--- src/hdl/abs_cmd_consts.vh ---
// Constants for the abstract command decoder: offsets, field positions,
// reset values and error codes shared by the field check and the decoder.
// Assumes it is included by bare name from files under hdl/.
`ifndef ABS_CMD_CONSTS_VH
`define ABS_CMD_CONSTS_VH

// Debug module interface word offsets
`define ACW_OFF_FIRST_DATA_WORD 7'h04
`define ACW_OFF_SECOND_DATA_WORD 7'h05
`define ACW_OFF_ABSCS 7'h16
`define ACW_OFF_CMD 7'h17

// Command word field positions
`define ACW_KIND_MSB 31
`define ACW_KIND_LSB 24
`define ACW_VIRT_BIT 23
`define ACW_SIZE_MSB 22
`define ACW_SIZE_LSB 20
`define ACW_POSTINC_BIT 19
`define ACW_POSTEXEC_BIT 18
`define ACW_XFER_BIT 17
`define ACW_WRITE_BIT 16
`define ACW_REGNO_MSB 15
`define ACW_REGNO_LSB 0

// Command field encodings
`define ACW_KIND_REG 8'h00
`define ACW_KIND_MEM 8'h02
`define ACW_SIZE_32 3'h2
`define ACW_REGNO_GPR_LO 16'h1000
`define ACW_REGNO_GPR_HI 16'h101F
`define ACW_REGNO_GPR_BIT 12

// Command word reset values of the readable fields
`define ACW_SIZE_RST 3'h2
`define ACW_XFER_RST 1'b1

// Error codes
`define ACW_ERR_NONE 3'h0
`define ACW_ERR_BUSY 3'h1
`define ACW_ERR_NOTSUP 3'h2
`define ACW_ERR_EXCEPT 3'h3

// Control and status word layout
`define ACW_CS_BUSY_BIT 12
`define ACW_CS_ERR_MSB 10
`define ACW_CS_ERR_LSB 8
`define ACW_CS_DATACOUNT 4'h2

`endif

--- src/hdl/cmd_field_check.v ---
// Combinational check of a latched abstract command word.
// Assumes the word is stable while the caller samples the outputs.
`default_nettype none
`include "abs_cmd_consts.vh"

module cmd_field_check (
  input wire [31:0] cmd_word,      // Latched command word
  output reg is_reg,               // Register access kind
  output reg is_mem,               // Memory access kind
  output reg do_xfer,              // Data movement wanted
  output reg [2:0] err_code        // Field error, zero when clean
);

  wire [7:0] kind = cmd_word[`ACW_KIND_MSB:`ACW_KIND_LSB];
  wire size_ok = (cmd_word[`ACW_SIZE_MSB:`ACW_SIZE_LSB] == `ACW_SIZE_32);
  wire postinc = cmd_word[`ACW_POSTINC_BIT];
  wire postexec = cmd_word[`ACW_POSTEXEC_BIT];
  wire xfer = cmd_word[`ACW_XFER_BIT];
  wire [15:0] regno = cmd_word[`ACW_REGNO_MSB:`ACW_REGNO_LSB];

  // Priority: option bits first, then size and register number
  always @* begin
    is_reg = 1'b0;
    is_mem = 1'b0;
    do_xfer = 1'b0;
    err_code = `ACW_ERR_NONE;
    case (kind)
      `ACW_KIND_REG: begin
        is_reg = 1'b1;
        do_xfer = xfer;
        if (postinc || postexec) begin
          // Checked even without transfer
          err_code = `ACW_ERR_NOTSUP;
        end else if (xfer && !size_ok) begin
          // Size is exempt while transfer is clear
          err_code = `ACW_ERR_NOTSUP;
        end else if (xfer && regno > `ACW_REGNO_GPR_HI) begin
          err_code = `ACW_ERR_NOTSUP;
        end
      end
      `ACW_KIND_MEM: begin
        is_mem = 1'b1;
        do_xfer = 1'b1;
        // Virtual bit and vendor bits are simply not looked at
        if (!size_ok || postinc) begin
          err_code = `ACW_ERR_NOTSUP;
        end
      end
      default: begin
        // Unknown kind: nothing moves
        err_code = `ACW_ERR_NOTSUP;
      end
    endcase
  end

endmodule // cmd_field_check
`default_nettype wire

--- src/hdl/mem_range_check.v ---
// Address window check for the three core-local memory regions.
// Assumes each region is a power-of-two block aligned to its size.
`default_nettype none

module mem_range_check #(
  parameter [95:0] REGION_BASE = 96'hF008_0000_F004_0000_EE00_0000, // Per-region base, low word first
  parameter [95:0] REGION_MASK = 96'hFFF0_0000_FFFF_0000_FFFF_0000  // Per-region match mask
) (
  input wire [31:0] addr,          // Physical address
  output wire in_range,            // Address hits a local region
  output wire [2:0] region_hit     // Which region hit
);

  // One comparator per region
  genvar i;
  generate
    for (i = 0; i < 3; i = i + 1) begin : g_region
      assign region_hit[i] = ((addr & REGION_MASK[32*i+31:32*i]) == REGION_BASE[32*i+31:32*i]);
    end
  endgenerate

  assign in_range = |region_hit;

endmodule // mem_range_check
`default_nettype wire

--- src/hdl/abs_cmd_decoder.v ---
// Abstract command decoder and executor for the debug module.
// Assumes a debug module interface giving one-cycle request strobes and a
// core that answers each register or memory request with a one-cycle ack.
// Inputs are taken as synchronous to clk, so no synchronisers stand here.
`default_nettype none
`include "abs_cmd_consts.vh"

module abs_cmd_decoder #(
  parameter [95:0] REGION_BASE = 96'hF008_0000_F004_0000_EE00_0000, // Local region bases
  parameter [95:0] REGION_MASK = 96'hFFF0_0000_FFFF_0000_FFFF_0000  // Local region masks
) (
  input wire clk,                   // Debug module clock
  input wire rst_b,                 // Asynchronous reset, active low
  input wire dmi_req,               // Interface request strobe
  input wire dmi_wr,                // 1 write, 0 read
  input wire [6:0] dmi_addr,        // Word offset
  input wire [31:0] dmi_wdata,      // Write data
  output reg dmi_ack,               // Answer valid, one cycle
  output reg [31:0] dmi_rdata,      // Read data
  output reg cmd_busy,              // Command executing
  output reg [2:0] cmd_err,         // Error code
  output reg [31:0] first_data_word,  // Data value
  output reg [31:0] second_data_word, // Memory address
  output reg core_reg_req,          // Register access request
  output reg core_reg_wr,           // Register access direction
  output reg core_reg_is_gpr,       // 1 GPR, 0 CSR
  output reg [11:0] core_reg_num,   // CSR number or GPR index
  output reg [31:0] core_reg_wdata, // Register write data
  input wire core_reg_ack,          // Register access done
  input wire [31:0] core_reg_rdata, // Register read data
  output reg core_mem_req,          // Memory access request
  output reg core_mem_wr,           // Memory access direction
  output reg [31:0] core_mem_addr,  // Memory address
  output reg [31:0] core_mem_wdata, // Memory write data
  input wire core_mem_ack,          // Memory access done
  input wire [31:0] core_mem_rdata  // Memory read data
);

  // One-hot states
  // One flip-flop per state keeps each state test a single bit, at the
  // price of one extra flop against a binary code.
  localparam [2:0] ST_IDLE = 3'b001;  // Waiting for a command
  localparam [2:0] ST_CHECK = 3'b010; // Judging latched word
  localparam [2:0] ST_WAIT = 3'b100;  // Waiting for the core

  // State and command storage
  reg [2:0] state_reg;        // Current state
  reg [31:0] cmd_word_reg;    // Latched command word
  reg [2:0] size_rd_reg;      // Readable size field
  reg xfer_rd_reg;            // Readable transfer field

  // Decoded view of the latched word
  // The checker sees the latched copy, so a debugger write in the check
  // cycle cannot change the verdict half way.
  wire dec_is_reg;
  wire dec_is_mem;
  wire dec_do_xfer;
  wire [2:0] dec_err;
  wire addr_ok;

  cmd_field_check u_check (
    .cmd_word(cmd_word_reg),
    .is_reg(dec_is_reg),
    .is_mem(dec_is_mem),
    .do_xfer(dec_do_xfer),
    .err_code(dec_err)
  );

  // Address window test on the second data word; it cannot change while
  // busy, so the verdict in the check cycle matches the address sent out.
  mem_range_check #(
    .REGION_BASE(REGION_BASE),
    .REGION_MASK(REGION_MASK)
  ) u_range (
    .addr(second_data_word),
    .in_range(addr_ok),
    .region_hit()
  );

  // Request decode
  // Each strobe lasts a single cycle, so these are one-cycle events too.
  wire wr_cmd = dmi_req && dmi_wr && (dmi_addr == `ACW_OFF_CMD);
  wire wr_cs = dmi_req && dmi_wr && (dmi_addr == `ACW_OFF_ABSCS);
  wire wr_d0 = dmi_req && dmi_wr && (dmi_addr == `ACW_OFF_FIRST_DATA_WORD);
  wire wr_d1 = dmi_req && dmi_wr && (dmi_addr == `ACW_OFF_SECOND_DATA_WORD);
  wire touch_data = dmi_req && ((dmi_addr == `ACW_OFF_FIRST_DATA_WORD) || (dmi_addr == `ACW_OFF_SECOND_DATA_WORD));

  // Accesses that collide with a running command
  // Reads of the data words count as well: their contents are in flux
  // while the core answers.
  wire collide = cmd_busy && (wr_cmd || wr_cs || touch_data);

  // A command starts only when idle and error free
  // A refused command does not touch the latch: the latch and readback keep
  // the last accepted word.
  wire launch = wr_cmd && !cmd_busy && (cmd_err == `ACW_ERR_NONE);

  // Hardware error event this cycle, zero if none
  // Several sources may want the error field in one cycle; this picks one.
  reg [2:0] hw_err;
  reg finish;                 // Command ends this cycle
  reg [2:0] state_next;

  // Next state and completion events
  // Field and address errors end the command in the check cycle, before
  // any request reaches the core, so a refused command never moves data.
  always @* begin
    hw_err = `ACW_ERR_NONE;
    finish = 1'b0;
    state_next = state_reg;
    case (state_reg)
      ST_IDLE: begin
        // Only a clean write from idle moves on
        if (launch) begin
          state_next = ST_CHECK;
        end
      end
      ST_CHECK: begin
        if (dec_err != `ACW_ERR_NONE) begin
          // Field errors end the command at once
          hw_err = dec_err;
          finish = 1'b1;
          state_next = ST_IDLE;
        end else if (dec_is_mem && !addr_ok) begin
          hw_err = `ACW_ERR_EXCEPT;
          finish = 1'b1;
          state_next = ST_IDLE;
        end else if (!dec_do_xfer) begin
          // Clean register command without transfer
          finish = 1'b1;
          state_next = ST_IDLE;
        end else begin
          state_next = ST_WAIT;
        end
      end
      ST_WAIT: begin
        // An ack counts only while our own request stands
        if ((core_reg_req && core_reg_ack) || (core_mem_req && core_mem_ack)) begin
          finish = 1'b1;
          state_next = ST_IDLE;
        end
      end
      default: begin
        // Illegal code: fall back to idle
        state_next = ST_IDLE;
      end
    endcase
    if (collide && cmd_err == `ACW_ERR_NONE && hw_err == `ACW_ERR_NONE) begin
      // Busy collision only lands on a clean error field
      hw_err = `ACW_ERR_BUSY;
    end
  end

  // State register
  // Reset returns to idle with no request outstanding
  always @(posedge clk or negedge rst_b) begin
    if (!rst_b) begin
      state_reg <= ST_IDLE;
    end else begin
      state_reg <= state_next;
    end
  end

  // Busy flag: raised on launch, dropped on completion
  // Launch and finish never share a cycle: finish needs busy, launch
  // needs it clear.
  always @(posedge clk or negedge rst_b) begin
    if (!rst_b) begin
      cmd_busy <= 1'b0;
    end else if (launch) begin
      cmd_busy <= 1'b1;
    end else if (finish) begin
      cmd_busy <= 1'b0;
    end
  end

  // Error field: hardware set beats a same-cycle software clear
  // Letting the set win keeps a failure visible even if the debugger
  // clears the field in the very cycle the command fails.
  always @(posedge clk or negedge rst_b) begin
    if (!rst_b) begin
      cmd_err <= `ACW_ERR_NONE;
    end else if (hw_err != `ACW_ERR_NONE) begin
      cmd_err <= hw_err;
    end else if (wr_cs) begin
      // Write one to clear, bit by bit
      cmd_err <= cmd_err & ~dmi_wdata[`ACW_CS_ERR_MSB:`ACW_CS_ERR_LSB];
    end
  end

  // Command latch and the fields that read back
  // The whole word is kept so the checker and the ports see one value
  // for the life of the command.
  always @(posedge clk or negedge rst_b) begin
    if (!rst_b) begin
      cmd_word_reg <= 32'h0000_0000;
      size_rd_reg <= `ACW_SIZE_RST;
      xfer_rd_reg <= `ACW_XFER_RST;
    end else if (launch) begin
      cmd_word_reg <= dmi_wdata;
      size_rd_reg <= dmi_wdata[`ACW_SIZE_MSB:`ACW_SIZE_LSB];
      // Transfer only exists for register commands
      xfer_rd_reg <= (dmi_wdata[`ACW_KIND_MSB:`ACW_KIND_LSB] == `ACW_KIND_REG) ?
                     dmi_wdata[`ACW_XFER_BIT] : 1'b0;
    end
  end

  // First data word: debugger writes when idle, reads from the core land here
  // Core answers take priority; debugger writes while busy are dropped
  // here and flagged by the collision logic instead.
  always @(posedge clk or negedge rst_b) begin
    if (!rst_b) begin
      first_data_word <= 32'h0000_0000;
    end else if (state_reg == ST_WAIT && core_reg_req && core_reg_ack && !core_reg_wr) begin
      first_data_word <= core_reg_rdata;
    end else if (state_reg == ST_WAIT && core_mem_req && core_mem_ack && !core_mem_wr) begin
      first_data_word <= core_mem_rdata;
    end else if (wr_d0 && !cmd_busy) begin
      first_data_word <= dmi_wdata;
    end
  end

  // Second data word carries the memory address
  // No auto-increment: the word keeps its value after each command
  always @(posedge clk or negedge rst_b) begin
    if (!rst_b) begin
      second_data_word <= 32'h0000_0000;
    end else if (wr_d1 && !cmd_busy) begin
      // Must be loaded before the memory command
      second_data_word <= dmi_wdata;
    end
  end

  // Register access port toward the core
  // Request stays high until the core acks; one request outstanding
  always @(posedge clk or negedge rst_b) begin
    if (!rst_b) begin
      core_reg_req <= 1'b0;
      core_reg_wr <= 1'b0;
      core_reg_is_gpr <= 1'b0;
      core_reg_num <= 12'h000;
      core_reg_wdata <= 32'h0000_0000;
    end else if (state_reg == ST_CHECK && state_next == ST_WAIT && dec_is_reg) begin
      core_reg_req <= 1'b1;
      core_reg_wr <= cmd_word_reg[`ACW_WRITE_BIT];
      // GPR window sets bit 12, its index sits in the low bits
      core_reg_is_gpr <= cmd_word_reg[`ACW_REGNO_GPR_BIT];
      core_reg_num <= cmd_word_reg[11:0];
      core_reg_wdata <= first_data_word;
    end else if (core_reg_ack) begin
      core_reg_req <= 1'b0;
    end
  end

  // Memory access port toward the core
  // Same handshake as the register port; only one of the two is used
  // per command.
  always @(posedge clk or negedge rst_b) begin
    if (!rst_b) begin
      core_mem_req <= 1'b0;
      core_mem_wr <= 1'b0;
      core_mem_addr <= 32'h0000_0000;
      core_mem_wdata <= 32'h0000_0000;
    end else if (state_reg == ST_CHECK && state_next == ST_WAIT && dec_is_mem) begin
      core_mem_req <= 1'b1;
      core_mem_wr <= cmd_word_reg[`ACW_WRITE_BIT];
      // Used as a physical address, no translation
      core_mem_addr <= second_data_word;
      core_mem_wdata <= first_data_word;
    end else if (core_mem_ack) begin
      core_mem_req <= 1'b0;
    end
  end

  // Read mux: command word shows only size and transfer
  // Unmapped offsets read zero; the mux is sampled into the answer
  // register, so the output still comes from a flop.
  reg [31:0] rd_mux;
  always @* begin
    rd_mux = 32'h0000_0000;
    case (dmi_addr)
      `ACW_OFF_FIRST_DATA_WORD: begin
        rd_mux = first_data_word;
      end
      `ACW_OFF_SECOND_DATA_WORD: begin
        rd_mux = second_data_word;
      end
      `ACW_OFF_ABSCS: begin
        rd_mux[`ACW_CS_BUSY_BIT] = cmd_busy;
        rd_mux[`ACW_CS_ERR_MSB:`ACW_CS_ERR_LSB] = cmd_err;
        rd_mux[3:0] = `ACW_CS_DATACOUNT;
      end
      `ACW_OFF_CMD: begin
        // Kind, direction, register number, vendor bits all read zero
        rd_mux[`ACW_SIZE_MSB:`ACW_SIZE_LSB] = size_rd_reg;
        rd_mux[`ACW_XFER_BIT] = xfer_rd_reg;
      end
      default: begin
        rd_mux = 32'h0000_0000;
      end
    endcase
  end

  // Answer one cycle after each request
  // Read data holds between reads; writes leave it alone
  always @(posedge clk or negedge rst_b) begin
    if (!rst_b) begin
      dmi_ack <= 1'b0;
      dmi_rdata <= 32'h0000_0000;
    end else begin
      dmi_ack <= dmi_req;
      if (dmi_req && !dmi_wr) begin
        dmi_rdata <= rd_mux;
      end
    end
  end

endmodule // abs_cmd_decoder
`default_nettype wire

--- config.mk ---
export PLATFORM = sky130hd
export DESIGN_NAME = abs_cmd_decoder
export DESIGN_NICKNAME = d
export VERILOG_FILES = /design/src/hdl/cmd_field_check.v /design/src/hdl/mem_range_check.v /design/src/hdl/abs_cmd_decoder.v
export VERILOG_INCLUDE_DIRS = /design/src /design/src/hdl
export SDC_FILE = /design/constraint.sdc
export NUM_CORES = 1
export LEC_CHECK = 0
export CAP_MARGIN = 10
export CELL_PAD_IN_SITES_DETAIL_PLACEMENT = 0
export CELL_PAD_IN_SITES_GLOBAL_PLACEMENT = 1
export CORE_ASPECT_RATIO = 1.25
export CORE_UTILIZATION = 49
export DETAILED_ROUTE_END_ITERATION = 10
export DONT_BUFFER_PORTS = 1
export PLACE_DENSITY_LB_ADDON = 0.1
export SYNTH_ARGS = -nofsm -noshare
export SYNTH_HDL_FRONTEND = slang
export SYNTH_SLANG_ARGS = --single-unit
--- constraint.sdc ---
create_clock -name clk -period 2.4 [get_ports clk]
set_input_delay 0.12 -clock clk [delete_from_list [all_inputs] [get_ports clk]]
set_output_delay 0.12 -clock clk [all_outputs]
set_load 0.1 [all_outputs]
==> results of run 1 <==
-- cell usage after synthesis, types with 2 or more instances --
cell | count | share of area
or4_1 | 3 | 0.0021
inv_1 | 5 | 0.0017
or3_1 | 4 | 0.0023
nand3_1 | 8 | 0.0037
nand2b_1 | 5 | 0.0029
dfstp_2 | 3 | 0.0073
mux2_1 | 75 | 0.079
mux2_2 | 66 | 0.069
a22o_1 | 8 | 0.0065
nand2_1 | 230 | 0.080
dfrtp_1 | 247 | 0.57
buf_1 | 9 | 0.0031
and2_1 | 10 | 0.0058
o31ai_1 | 23 | 0.016
nand4_1 | 3 | 0.0017
a22oi_1 | 8 | 0.0056
nor3b_1 | 2 | 0.0014
nor3_1 | 9 | 0.0042
nor3_2 | 2 | 0.0019
nor4_1 | 5 | 0.0029
a21oi_1 | 8 | 0.0037
o21a_1 | 2 | 0.0014
mux2i_1 | 60 | 0.056
and4_1 | 3 | 0.0024
clkbuf_1 | 21 | 0.0073
buf_2 | 19 | 0.0088
o21ai_0 | 43 | 0.020
buf_6 | 6 | 0.0063
nor2_1 | 7 | 0.0024
-- cell type report --
cell class,instances,area [sq um],area share
antenna,2,5.00,0.000352
clock buffer,33,686,0.0482
clock inverter,12,116,0.00818
inverter,5,18.8,0.00132
multi-input combinational,604,4230,0.298
sequential,250,6270,0.441
tap,279,349,0.0246
timing repair buffer,292,2540,0.179
-- layer usage --
layer  GRT usage  vias up
li1            -     3702
met2       0.503      324
met3      0.0612       64
met5           0        -
met4      0.0943        0
met1       0.338     4001
-- cell usage in the layout (no fill, tap or decap), types with 3 or more instances in the layout --
| master | Yosys | final |
|---|---|---|
| buf_4 | 0 | 183 |
| a21oi_1 | 8 | 8 |
| a22o_1 | 8 | 8 |
| nor3_1 | 9 | 7 |
| dlygate4sd3_1 | 0 | 101 |
| nand2_1 | 230 | 230 |
| dfstp_2 | 3 | 3 |
| dfrtp_1 | 247 | 242 |
| mux2_1 | 75 | 75 |
| or3_1 | 4 | 4 |
| a22oi_1 | 8 | 8 |
| clkbuf_16 | 0 | 25 |
| o31ai_1 | 23 | 23 |
| nand4_1 | 3 | 3 |
| and2_1 | 10 | 10 |
| dfrtp_2 | 0 | 5 |
| nor2_1 | 7 | 7 |
| clkbuf_1 | 21 | 5 |
| o21ai_0 | 43 | 43 |
| mux2_2 | 66 | 66 |
| nor4_1 | 5 | 5 |
| clkbuf_8 | 0 | 3 |
| mux2i_1 | 60 | 60 |
| nand3_1 | 8 | 7 |
| inv_1 | 5 | 5 |
| nand2b_1 | 5 | 4 |
| buf_12 | 0 | 6 |
| clkinv_2 | 0 | 8 |
| or4_1 | 3 | 3 |
-- cells by family (layout without fill, tap and decap cells) --
logic type,Yosys count,count (layout),synth area share
compound gates,100,100,0.0612
buf+inv,60,342,0.0273
flops,250,250,0.582
mux,201,201,0.203
other cells,0,2,0
simple gates,303,303,0.126
-- per-stage QoR --
step | hold WS [ns] | cells
3_3_place_gp | -0.170 | 1328
3_5_place_dp | -0.170 | 1328
5_1_grt | -0.739 | 1477
2_1_floorplan | -0.176 | 914
4_1_cts | -0.731 | 1473
6_report | -0.715 | 1477
-- power breakdown --
part	internal [W]	total, W	switching (W)
registers	0.00430	0.00435	0.0000567
clock network	0.00222	0.00382	0.00160
logic	0.000316	0.00118	0.000864
-- worst paths after layout --
path	from	endpoint	slack (ns)	depth (start not counted)
setup / recovery	cmd_word_reg[15]	core_reg_wdata[1]	0.05	6
hold / removal	rst_b	core_mem_addr[29]	-0.71	0
setup reg to reg	cmd_word_reg[15]	core_reg_wdata[1]	0.05	6
hold reg to reg	core_mem_wdata[9]	core_mem_wdata[9]	0.47	2
max in group asynchronous	rst_b	core_mem_addr[28]	2.74	0
min in group clk	dmi_wdata[23]	first_data_word[23]	0.02	3
-- worst reg2reg max path: stages (launching register included) --
cell and delay, ns:
dfrtp_1 0.38, or3_1 0.38, or4_1 0.47, nor2_1 0.17, nand4_1 0.14, buf_4 0.30, mux2_1 0.37
-- repair_timing --
item | CTS | global route
endpoints found under the setup margin | 0 | 23
hold buffers | 100 | 2
resized for setup | 0 | 1
endpoints found under the hold margin | 386 | 251
==> metrics, run 1 <==
initial antenna violation count 2; max cap viols 0; Post-Place Cell Area 0.0124 sq mm; routed len/inst 21.4 microns; Slew @ Worst Pin 0.958 ns; clk sinks 250; met1 WL 12.4 mm; Die W 135 microns; WP buf/inv 1; arrival time worst endpoint 2.74 ns; Mapped Cells 914; worst path cell trace or3_1, or4_1, nor2_1, nand4_1, buf_4, mux2_1; Peak supply drop 0.496 mV; Slew Limit Fails 0; slowest stage cell, crit path or4_1; PortBufs 0; clock root cell clkbuf_16; Fin. Hold Viols 250; Post-route DRC 0; total grt overflow 0; dpl hpwl 20.5 mm; number of post-CTS setup repair buffers 0; WHS -0.715 ns; routed vias/inst 5.48; syn_nets 1023; failing checks negative hold slack; sequential area share after synthesis 0.582; Initial DRT Pass Iterations 5; yosys warns 0; DRT antenna net count 0; Post-Syn Area per Cell 11.8 sq um; RSZ-0062 raised after global routing yes; TritonCTS clock tree yes; ys async rst share 1.00; clock latency on the worst-skew pair 0.53 ns; Clock Path Buffers 3; gp weighted congestion 0.833; Met3 Routed Length 2.21 mm; status finished with violations; Placement Setup Slack 0.0633 ns; Yosys reg bits 250; Iteration-0 DRC Markers 407; DIE AREA 0.0226 sq mm; final critical-path share of the clock period 0.981; CTS Buf Count 25; worst min path class primary input to async pin; Setup crit start kind register; Top Layer Used met4; clock transition at the registers of the reported paths 0.06 ns; Met2 Wirelength 16.2 mm; clk_skew 0.0262 ns; total chip power 0.00936 W; CP required 2.79 ns; initial cell density of the core 0.499; Chip Height 168 microns; gr usage total 0.283; Worst setup EP type register; Finished Cell Area 0.0142 sq mm; Final Util 0.660; PD cells 658 mW/mm^2; max frequency 0.425 GHz; Post-synth EDFFs 0; largest net degree at the start of global routing 251; Final Worst Setup Slack 0.0457 ns; Tmin final 2.35 ns; max incr delay on CP 0.47 ns; Placeable Area 0.0215 sq mm; Nets 1287; setup TNS 0 ns; max_slew headroom 0.361; I/O Pins 323; # H-tree levels 1; Syn-to-layout area delta 32.2%; vias in the first global route 8658; CP max FO 19; Top delay family on crit path simple AND/OR/NAND/NOR gates; DR vias 8091; Final Setup Violations 0; first-pass GRT wire length 48.7 mm; fill count 1647; num rows 60; Detailed Route WL 31.6 mm; Netlist Area Pre-Place 0.0108 sq mm; fraction of layout cells with a size suffix above 1 0.267; top_reg_cell synth dfrtp_1; Leakage 7.18 nW; Distinct cells, synth 49; Crit Path Class register to register
No activity file was read; power rests on OpenSTA's default activity.
==> run 2, diff against run 1 <==
--- a/config.mk
+++ b/config.mk
@@ -10,10 +10,12 @@
 export CELL_PAD_IN_SITES_DETAIL_PLACEMENT = 0
 export CELL_PAD_IN_SITES_GLOBAL_PLACEMENT = 1
 export CORE_ASPECT_RATIO = 1.25
+export CORE_MARGIN = 5
 export CORE_UTILIZATION = 49
 export DETAILED_ROUTE_END_ITERATION = 10
 export DONT_BUFFER_PORTS = 1
 export PLACE_DENSITY_LB_ADDON = 0.1
+export SLEW_MARGIN = 40
 export SYNTH_ARGS = -nofsm -noshare
 export SYNTH_HDL_FRONTEND = slang
 export SYNTH_SLANG_ARGS = --single-unit
==> constraint.sdc (replaced) <==
create_clock -name clk -period 2.31 [get_ports clk]
set_input_delay 0.1155 -clock clk [delete_from_list [all_inputs] [get_ports clk]]
set_output_delay 0.1155 -clock clk [all_outputs]
set_load 0.1 [all_outputs]
==> run 2 against run 1 <==
Net effect:
- via count is 1.7% higher
- first-iteration DRC count shrank 7.4%
- cell area increased by 2.3%
- largest cell class unchanged
- worst setup slack got worse by 0.064 ns
- the run ends with negative hold slack, negative setup slack left
- highest routed layer unchanged
- clock power is 4% higher
- wire length rose by 5.0%
- critical path type unchanged
- die area increased by 11%
- non-clock buffer count increased by 12
- clock skew decreased by 0.016 ns
==> metrics, run 2 (synthesis results as in run 1) <==
status finished with violations; failing checks negative hold slack, negative setup slack; final critical-path share of the clock period 1.01 (+0.0268); Final Setup Violations 6 (+6); first-pass GRT wire length 51.1 mm (+5.0%); number of diodes 0 (-2); R2R depth 7 (+1); Leakage 7.26 nW (+1.2%); CP Launch Point cmd_word_reg[15]; initial antenna violation count 0 (-2); PortBufs 0 (unchanged); clock latency on the worst-skew pair 0.52 ns (about the same); Initial DRT Pass Iterations 5 (unchanged); total grt overflow 0 (unchanged); fraction of layout cells with a size suffix above 1 0.325 (+0.0586); max cap viols 0 (unchanged); clock root cell clkbuf_16; num rows 60 (unchanged); CP max FO 13 (-6); gr usage total 0.258 (-0.0250); Tmin final 2.33 ns (-0.0263 ns); dpl hpwl 22.3 mm (+9.2%); Crit Path Class register to register; max_slew headroom 0.405 (+0.0439); clk_skew 0.0102 ns (-0.0159 ns); worst min path class primary input to async pin; commonest non-fill, non-tap cells in the layout nand2_1 (230), dfrtp_1 (199), buf_4 (190), dlygate4sd3_1 (98), mux2_2 (66); Nets 1299 (+0.93%); I/O Pins 323 (unchanged); number of hold buffers added after cts 99 (-1.0%); Final Worst Setup Slack -0.0180 ns (-0.0637 ns); arrival time worst endpoint 2.72 ns (-0.02 ns); Peak supply drop 0.499 mV (+0.70%); RSZ-0062 raised after global routing yes; WHS -0.704 ns (+0.0104 ns); clock transition at the registers of the reported paths 0.06 ns (about the same); Slew @ Worst Pin 0.892 ns (-0.0659 ns); Detailed Route WL 33.2 mm (+5.0%); routed vias/inst 5.54 (+1.0%); Placeable Area 0.0215 sq mm (unchanged); initial cell density of the core 0.499 (unchanged); Final Util 0.675 (+0.0150); DRT antenna net count 0 (unchanged); Clock Path Buffers 3 (unchanged); total chip power 0.00974 W (+4.0%); Slew Limit Fails 0 (unchanged); Reg area 0.00632 sq mm (+0.86%); fill count 1591 (-3.4%); Iteration-0 DRC Markers 377 (-7.4%); multi-input logic area 0.00430 sq mm (+1.6%); TritonCTS clock tree yes; CP required 2.71 ns (-0.08 ns); routed len/inst 22.3 microns (+4.3%); Die W 143 microns (+5.9%); DR vias 8231 (+1.7%); CTS Buf Count 25 (unchanged); max frequency 0.430 GHz (+1.1%); vias in the first global route 8921 (+3.0%); Setup crit start kind register; commonest non-fill, non-tap cell in the layout nand2_1; Worst setup EP type register; DIE AREA 0.0250 sq mm (+11%); # H-tree levels 1 (unchanged); Chip Height 176 microns (+4.8%); gp weighted congestion 0.806 (-3.3%); Syn-to-layout area delta 35.2%; clk sinks 250 (unchanged); Post-route DRC 0 (unchanged); Fin. Hold Viols 251 (+0.40%); RR Startpoint cmd_word_reg[15]; PD cells 670 mW/mm^2 (+1.7%); largest net degree at the start of global routing 251 (unchanged)
## run 2: layout make-up
type | count | share of cell area
Clock inverter | 9 | 0.00482
Timing Repair Buffer | 304 | 0.188
Tap cell | 279 | 0.0240
Sequential cell | 250 | 0.435
Clock buffer | 36 | 0.0514
Multi-Input combinational cell | 604 | 0.296
Inverter | 5 | 0.00129
## run 2: what timing repair did
item | 4_1_cts | 5_1_grt
cloned | 0 | 2
setup endpoints to repair | 29 | 47
setup buffers | 0 | 2
hold endpoints to repair | 386 | 250
gates resized for setup | 1 | 24
pin swaps | 0 | 1
## run 2: routing by layer
| layer | GRT usage | share of wire | routed length [microns] | vias to the layer above |
|---|---|---|---|---|
| met5 | 0 | 0 | 0 | - |
| met4 | 0.0769 | 0.024 | 792 | 0 |
| met3 | 0.0656 | 0.087 | 2880 | 57 |
| met2 | 0.453 | 0.52 | 17200 | 358 |
| met1 | 0.311 | 0.37 | 12300 | 4087 |
| li1 | - | - | - | 3729 |
## run 2: worst paths after layout
kind	endpoint	slack, ns
worst max-delay path	core_reg_wdata[15]	-0.02
worst min-delay path	core_mem_addr[16]	-0.70
worst max register to register	core_reg_wdata[15]	-0.02
worst min register to register	core_mem_wdata[4]	0.48
max in group asynchronous	core_reg_wdata[28]	2.66
min in group clk	first_data_word[5]	-0.01
## run 2: where the power goes
group / internal (W) / switching [W] / total, W / leakage (nW)
sequential: 0.00447 / 0.0000801 / 0.00455 / 3.34
combinational: 0.000325 / 0.000880 / 0.00120 / 3.51
clock: 0.00235 / 0.00164 / 0.00399 / 0.415
total: 0.00714 / 0.00260 / 0.00974 / 7.26
## run 2: worst max-delay path, stage by stage, from the launching register on
cell and delay (ns):
dfrtp_1 0.38, or3_1 0.39, or4_4 0.47, nor2_4 0.11, nand4_1 0.14, buf_6 0.21, clkbuf_16 0.19, mux2_1 0.32
## run 2: metrics by stage
| step | cells | setup TNS (ns) | instance area, sq um | setup slack [ns] |
|---|---|---|---|---|
| floorplan | 914 | 0 | 10800 | 0.00649 |
| global placement | 1339 | -0.00127 | 12500 | -0.00102 |
| detailed placement | 1339 | -0.370 | 12500 | -0.0277 |
| finish | 1487 | -0.0222 | 14500 | -0.0180 |
| global route | 1487 | -0.959 | 14500 | -0.0473 |
| CTS | 1483 | 0 | 14400 | 0.00682 |
==> run 3, diff against run 2 <==
--- a/config.mk
+++ b/config.mk
@@ -14,6 +14,7 @@
 export CORE_UTILIZATION = 49
 export DETAILED_ROUTE_END_ITERATION = 10
 export DONT_BUFFER_PORTS = 1
+export HOLD_SLACK_MARGIN = 0.1
 export PLACE_DENSITY_LB_ADDON = 0.1
 export SLEW_MARGIN = 40
 export SYNTH_ARGS = -nofsm -noshare
==> run 3 against run 2 <==
Net effect:
- the flow still finishes with violations (negative hold slack, negative setup slack)
- first-iteration DRC count is 2.7% higher
- register-to-register slack barely moved
- clock skew grew 0.0019 ns
- sequential cell count unchanged
- combinational power about the same
- sequential share of layout area fell by 0.27 points
- clock-buffer cell count stayed put
- critical path depth is the same
- largest power group unchanged
==> metrics, run 3 (synthesis results as in run 1) <==
status finished with violations; failing checks negative hold slack, negative setup slack; TritonCTS clock tree yes; Final Worst Setup Slack -0.0152 ns (+0.00281 ns); Placeable Area 0.0215 sq mm (unchanged); placed instance count 1339 (unchanged); number of hold buffers added after cts 108 (+9.1%); Nets 1308 (+0.69%); total chip power 0.00975 W (+0.18%); number of diodes 0 (unchanged); sequential power share 0.466 (about the same); arrival time worst endpoint 2.72 ns (about the same); PortBufs 0 (unchanged); Comb pwr share 0.125 (about the same); initial cell density of the core 0.499 (unchanged); gp weighted congestion 0.806 (unchanged); Clock Path Buffers 3 (unchanged); Leakage 7.30 nW (+0.52%); Final Setup Violations 2 (-4); clock latency on the worst-skew pair 0.52 ns (about the same); max_slew headroom 0.405 (about the same); WP buf/inv 2 (unchanged); Setup crit start kind register; fill count 1582 (-0.57%); slowest stage cell, crit path or4_4; switching share of total power 0.267 (about the same); CTS Buf Count 25 (unchanged); Fin. Hold Viols 250 (-0.40%); # H-tree levels 1 (unchanged); Detailed Route WL 33.3 mm (+0.52%); Post-route DRC 0 (unchanged); max incr delay on CP 0.47 ns (about the same); num rows 60 (unchanged); largest net degree at the start of global routing 251 (unchanged); Chip Height 176 microns (unchanged); CP required 2.71 ns (about the same); Initial DRT Pass Iterations 6 (+1); clock network fraction of total power 0.409 (about the same); first-pass GRT wire length 51.2 mm (+0.24%); commonest non-fill, non-tap cell in the layout nand2_1; vias in the first global route 8958 (+0.41%); Crit Path Class register to register; final critical-path share of the clock period 1.01 (-0.00122); clk sinks 250 (unchanged); PD cells 667 mW/mm^2 (-0.44%); clock root cell clkbuf_16; worst min path class primary input to async pin; WHS -0.705 ns (-0.000985 ns); I/O Pins 323 (unchanged); gr usage total 0.259 (+0.000923); clock transition at the registers of the reported paths 0.07 ns (about the same); DR vias 8257 (+0.32%); max cap viols 0 (unchanged); Internal Power 0.00715 W (+0.14%); initial antenna violation count 0 (unchanged); Tmin final 2.33 ns (-0.00281 ns); worst path cell trace or3_1, or4_4, nor2_4, nand4_1, buf_6, clkbuf_16, mux2_1; Final Util 0.679 (+0.00418); Die W 143 microns (unchanged); DRT antenna net count 0 (unchanged); commonest non-fill, non-tap cells in the layout nand2_1 (230), dfrtp_1 (199), buf_4 (190), dlygate4sd3_1 (107), mux2_2 (66); clk_skew 0.0121 ns (+0.00189 ns); fraction of layout cells with a size suffix above 1 0.323 (-0.00241); Non-Filler Instances 1496 (+0.61%); routed vias/inst 5.52 (-0.29%); Worst setup EP type register; max frequency 0.430 GHz (+0.12%); Peak supply drop 0.499 mV (about the same); Iteration-0 DRC Markers 387 (+2.7%); DIE AREA 0.0250 sq mm (unchanged); CP max FO 13 (unchanged); RSZ-0062 raised after global routing yes; total grt overflow 0 (unchanged); dpl hpwl 22.3 mm (unchanged); Slew @ Worst Pin 0.892 ns (-0.0000463 ns); Slew Limit Fails 0 (unchanged); routed len/inst 22.3 microns (about the same); Syn-to-layout area delta 36.1%; Top delay family on crit path simple AND/OR/NAND/NOR gates; Switch Pwr 0.00261 W (+0.27%)
[run 3: path summary, 6_finish.rpt]
path / start / endpoint / slack (ns) / cells past startpoint
max: cmd_word_reg[15] / core_reg_wdata[15] / -0.02 / 7
min: rst_b / core_mem_addr[16] / -0.71 / 0
max reg2reg: cmd_word_reg[15] / core_reg_wdata[15] / -0.02 / 7
min reg2reg: core_mem_wdata[4] / core_mem_wdata[4] / 0.47 / 2
max in group asynchronous: rst_b / core_reg_wdata[8] / 2.56 / 0
min in group clk: dmi_addr[2] / cmd_err[1] / 0.13 / 4
[run 3: worst register-to-register path, stage by stage, from the launching register on]
cell and delay [ns]:
dfrtp_1 0.38, or3_1 0.39, or4_4 0.47, nor2_4 0.11
nand4_1 0.14, buf_6 0.21, clkbuf_16 0.19, mux2_1 0.33
[run 3: cell type report]
type / instances / area (sq um) / share of cell area
sequential: 250 / 6320 / 0.432
tap: 279 / 349 / 0.0239
timing repair buffer: 313 / 2830 / 0.193
clock inverter: 9 / 70.1 / 0.00479
inverter: 5 / 18.8 / 0.00128
multi-input combinational: 604 / 4300 / 0.294
clock buffer: 36 / 747 / 0.0510
[run 3: power groups by stage]
stage	Sequential, W	Clock, W	Combinational, W
finish	0.00455	0.00399	0.00122
floorplan	0.00525	0	0.000165
global placement	0.00462	0	0.00100
global route	0.00455	0.00426	0.00127
CTS	0.00454	0.00407	0.00122
detailed placement	0.00462	0	0.00101
[run 3: per-layer routing]
layer	wire length (microns)	global-route usage	vias up	share of wire
met4	824	0.0796	0	0.025
met3	2760	0.0651	60	0.083
li1	-	-	3749	-
met2	17400	0.457	323	0.52
met5	0	0	-	0
met1	12300	0.309	4125	0.37
[run 3: per-stage QoR]
stage | worst slack [ns] | TNS, ns | area (sq um)
6_report | -0.0152 | -0.0154 | 14600
5_1_grt | -0.0473 | -0.966 | 14600
4_1_cts | 0.00682 | 0 | 14500
3_5_place_dp | -0.0277 | -0.370 | 12500
3_3_place_gp | -0.00102 | -0.00127 | 12500
2_1_floorplan | 0.00649 | 0 | 10800
[run 3: what timing repair did]
action / in CTS / in global routing
pin swaps: 0 / 1
buffers inserted: 0 / 2
cloned: 0 / 2
endpoints found under the hold margin: 386 / 250
setup endpoints to repair: 29 / 47
resized for setup: 1 / 24
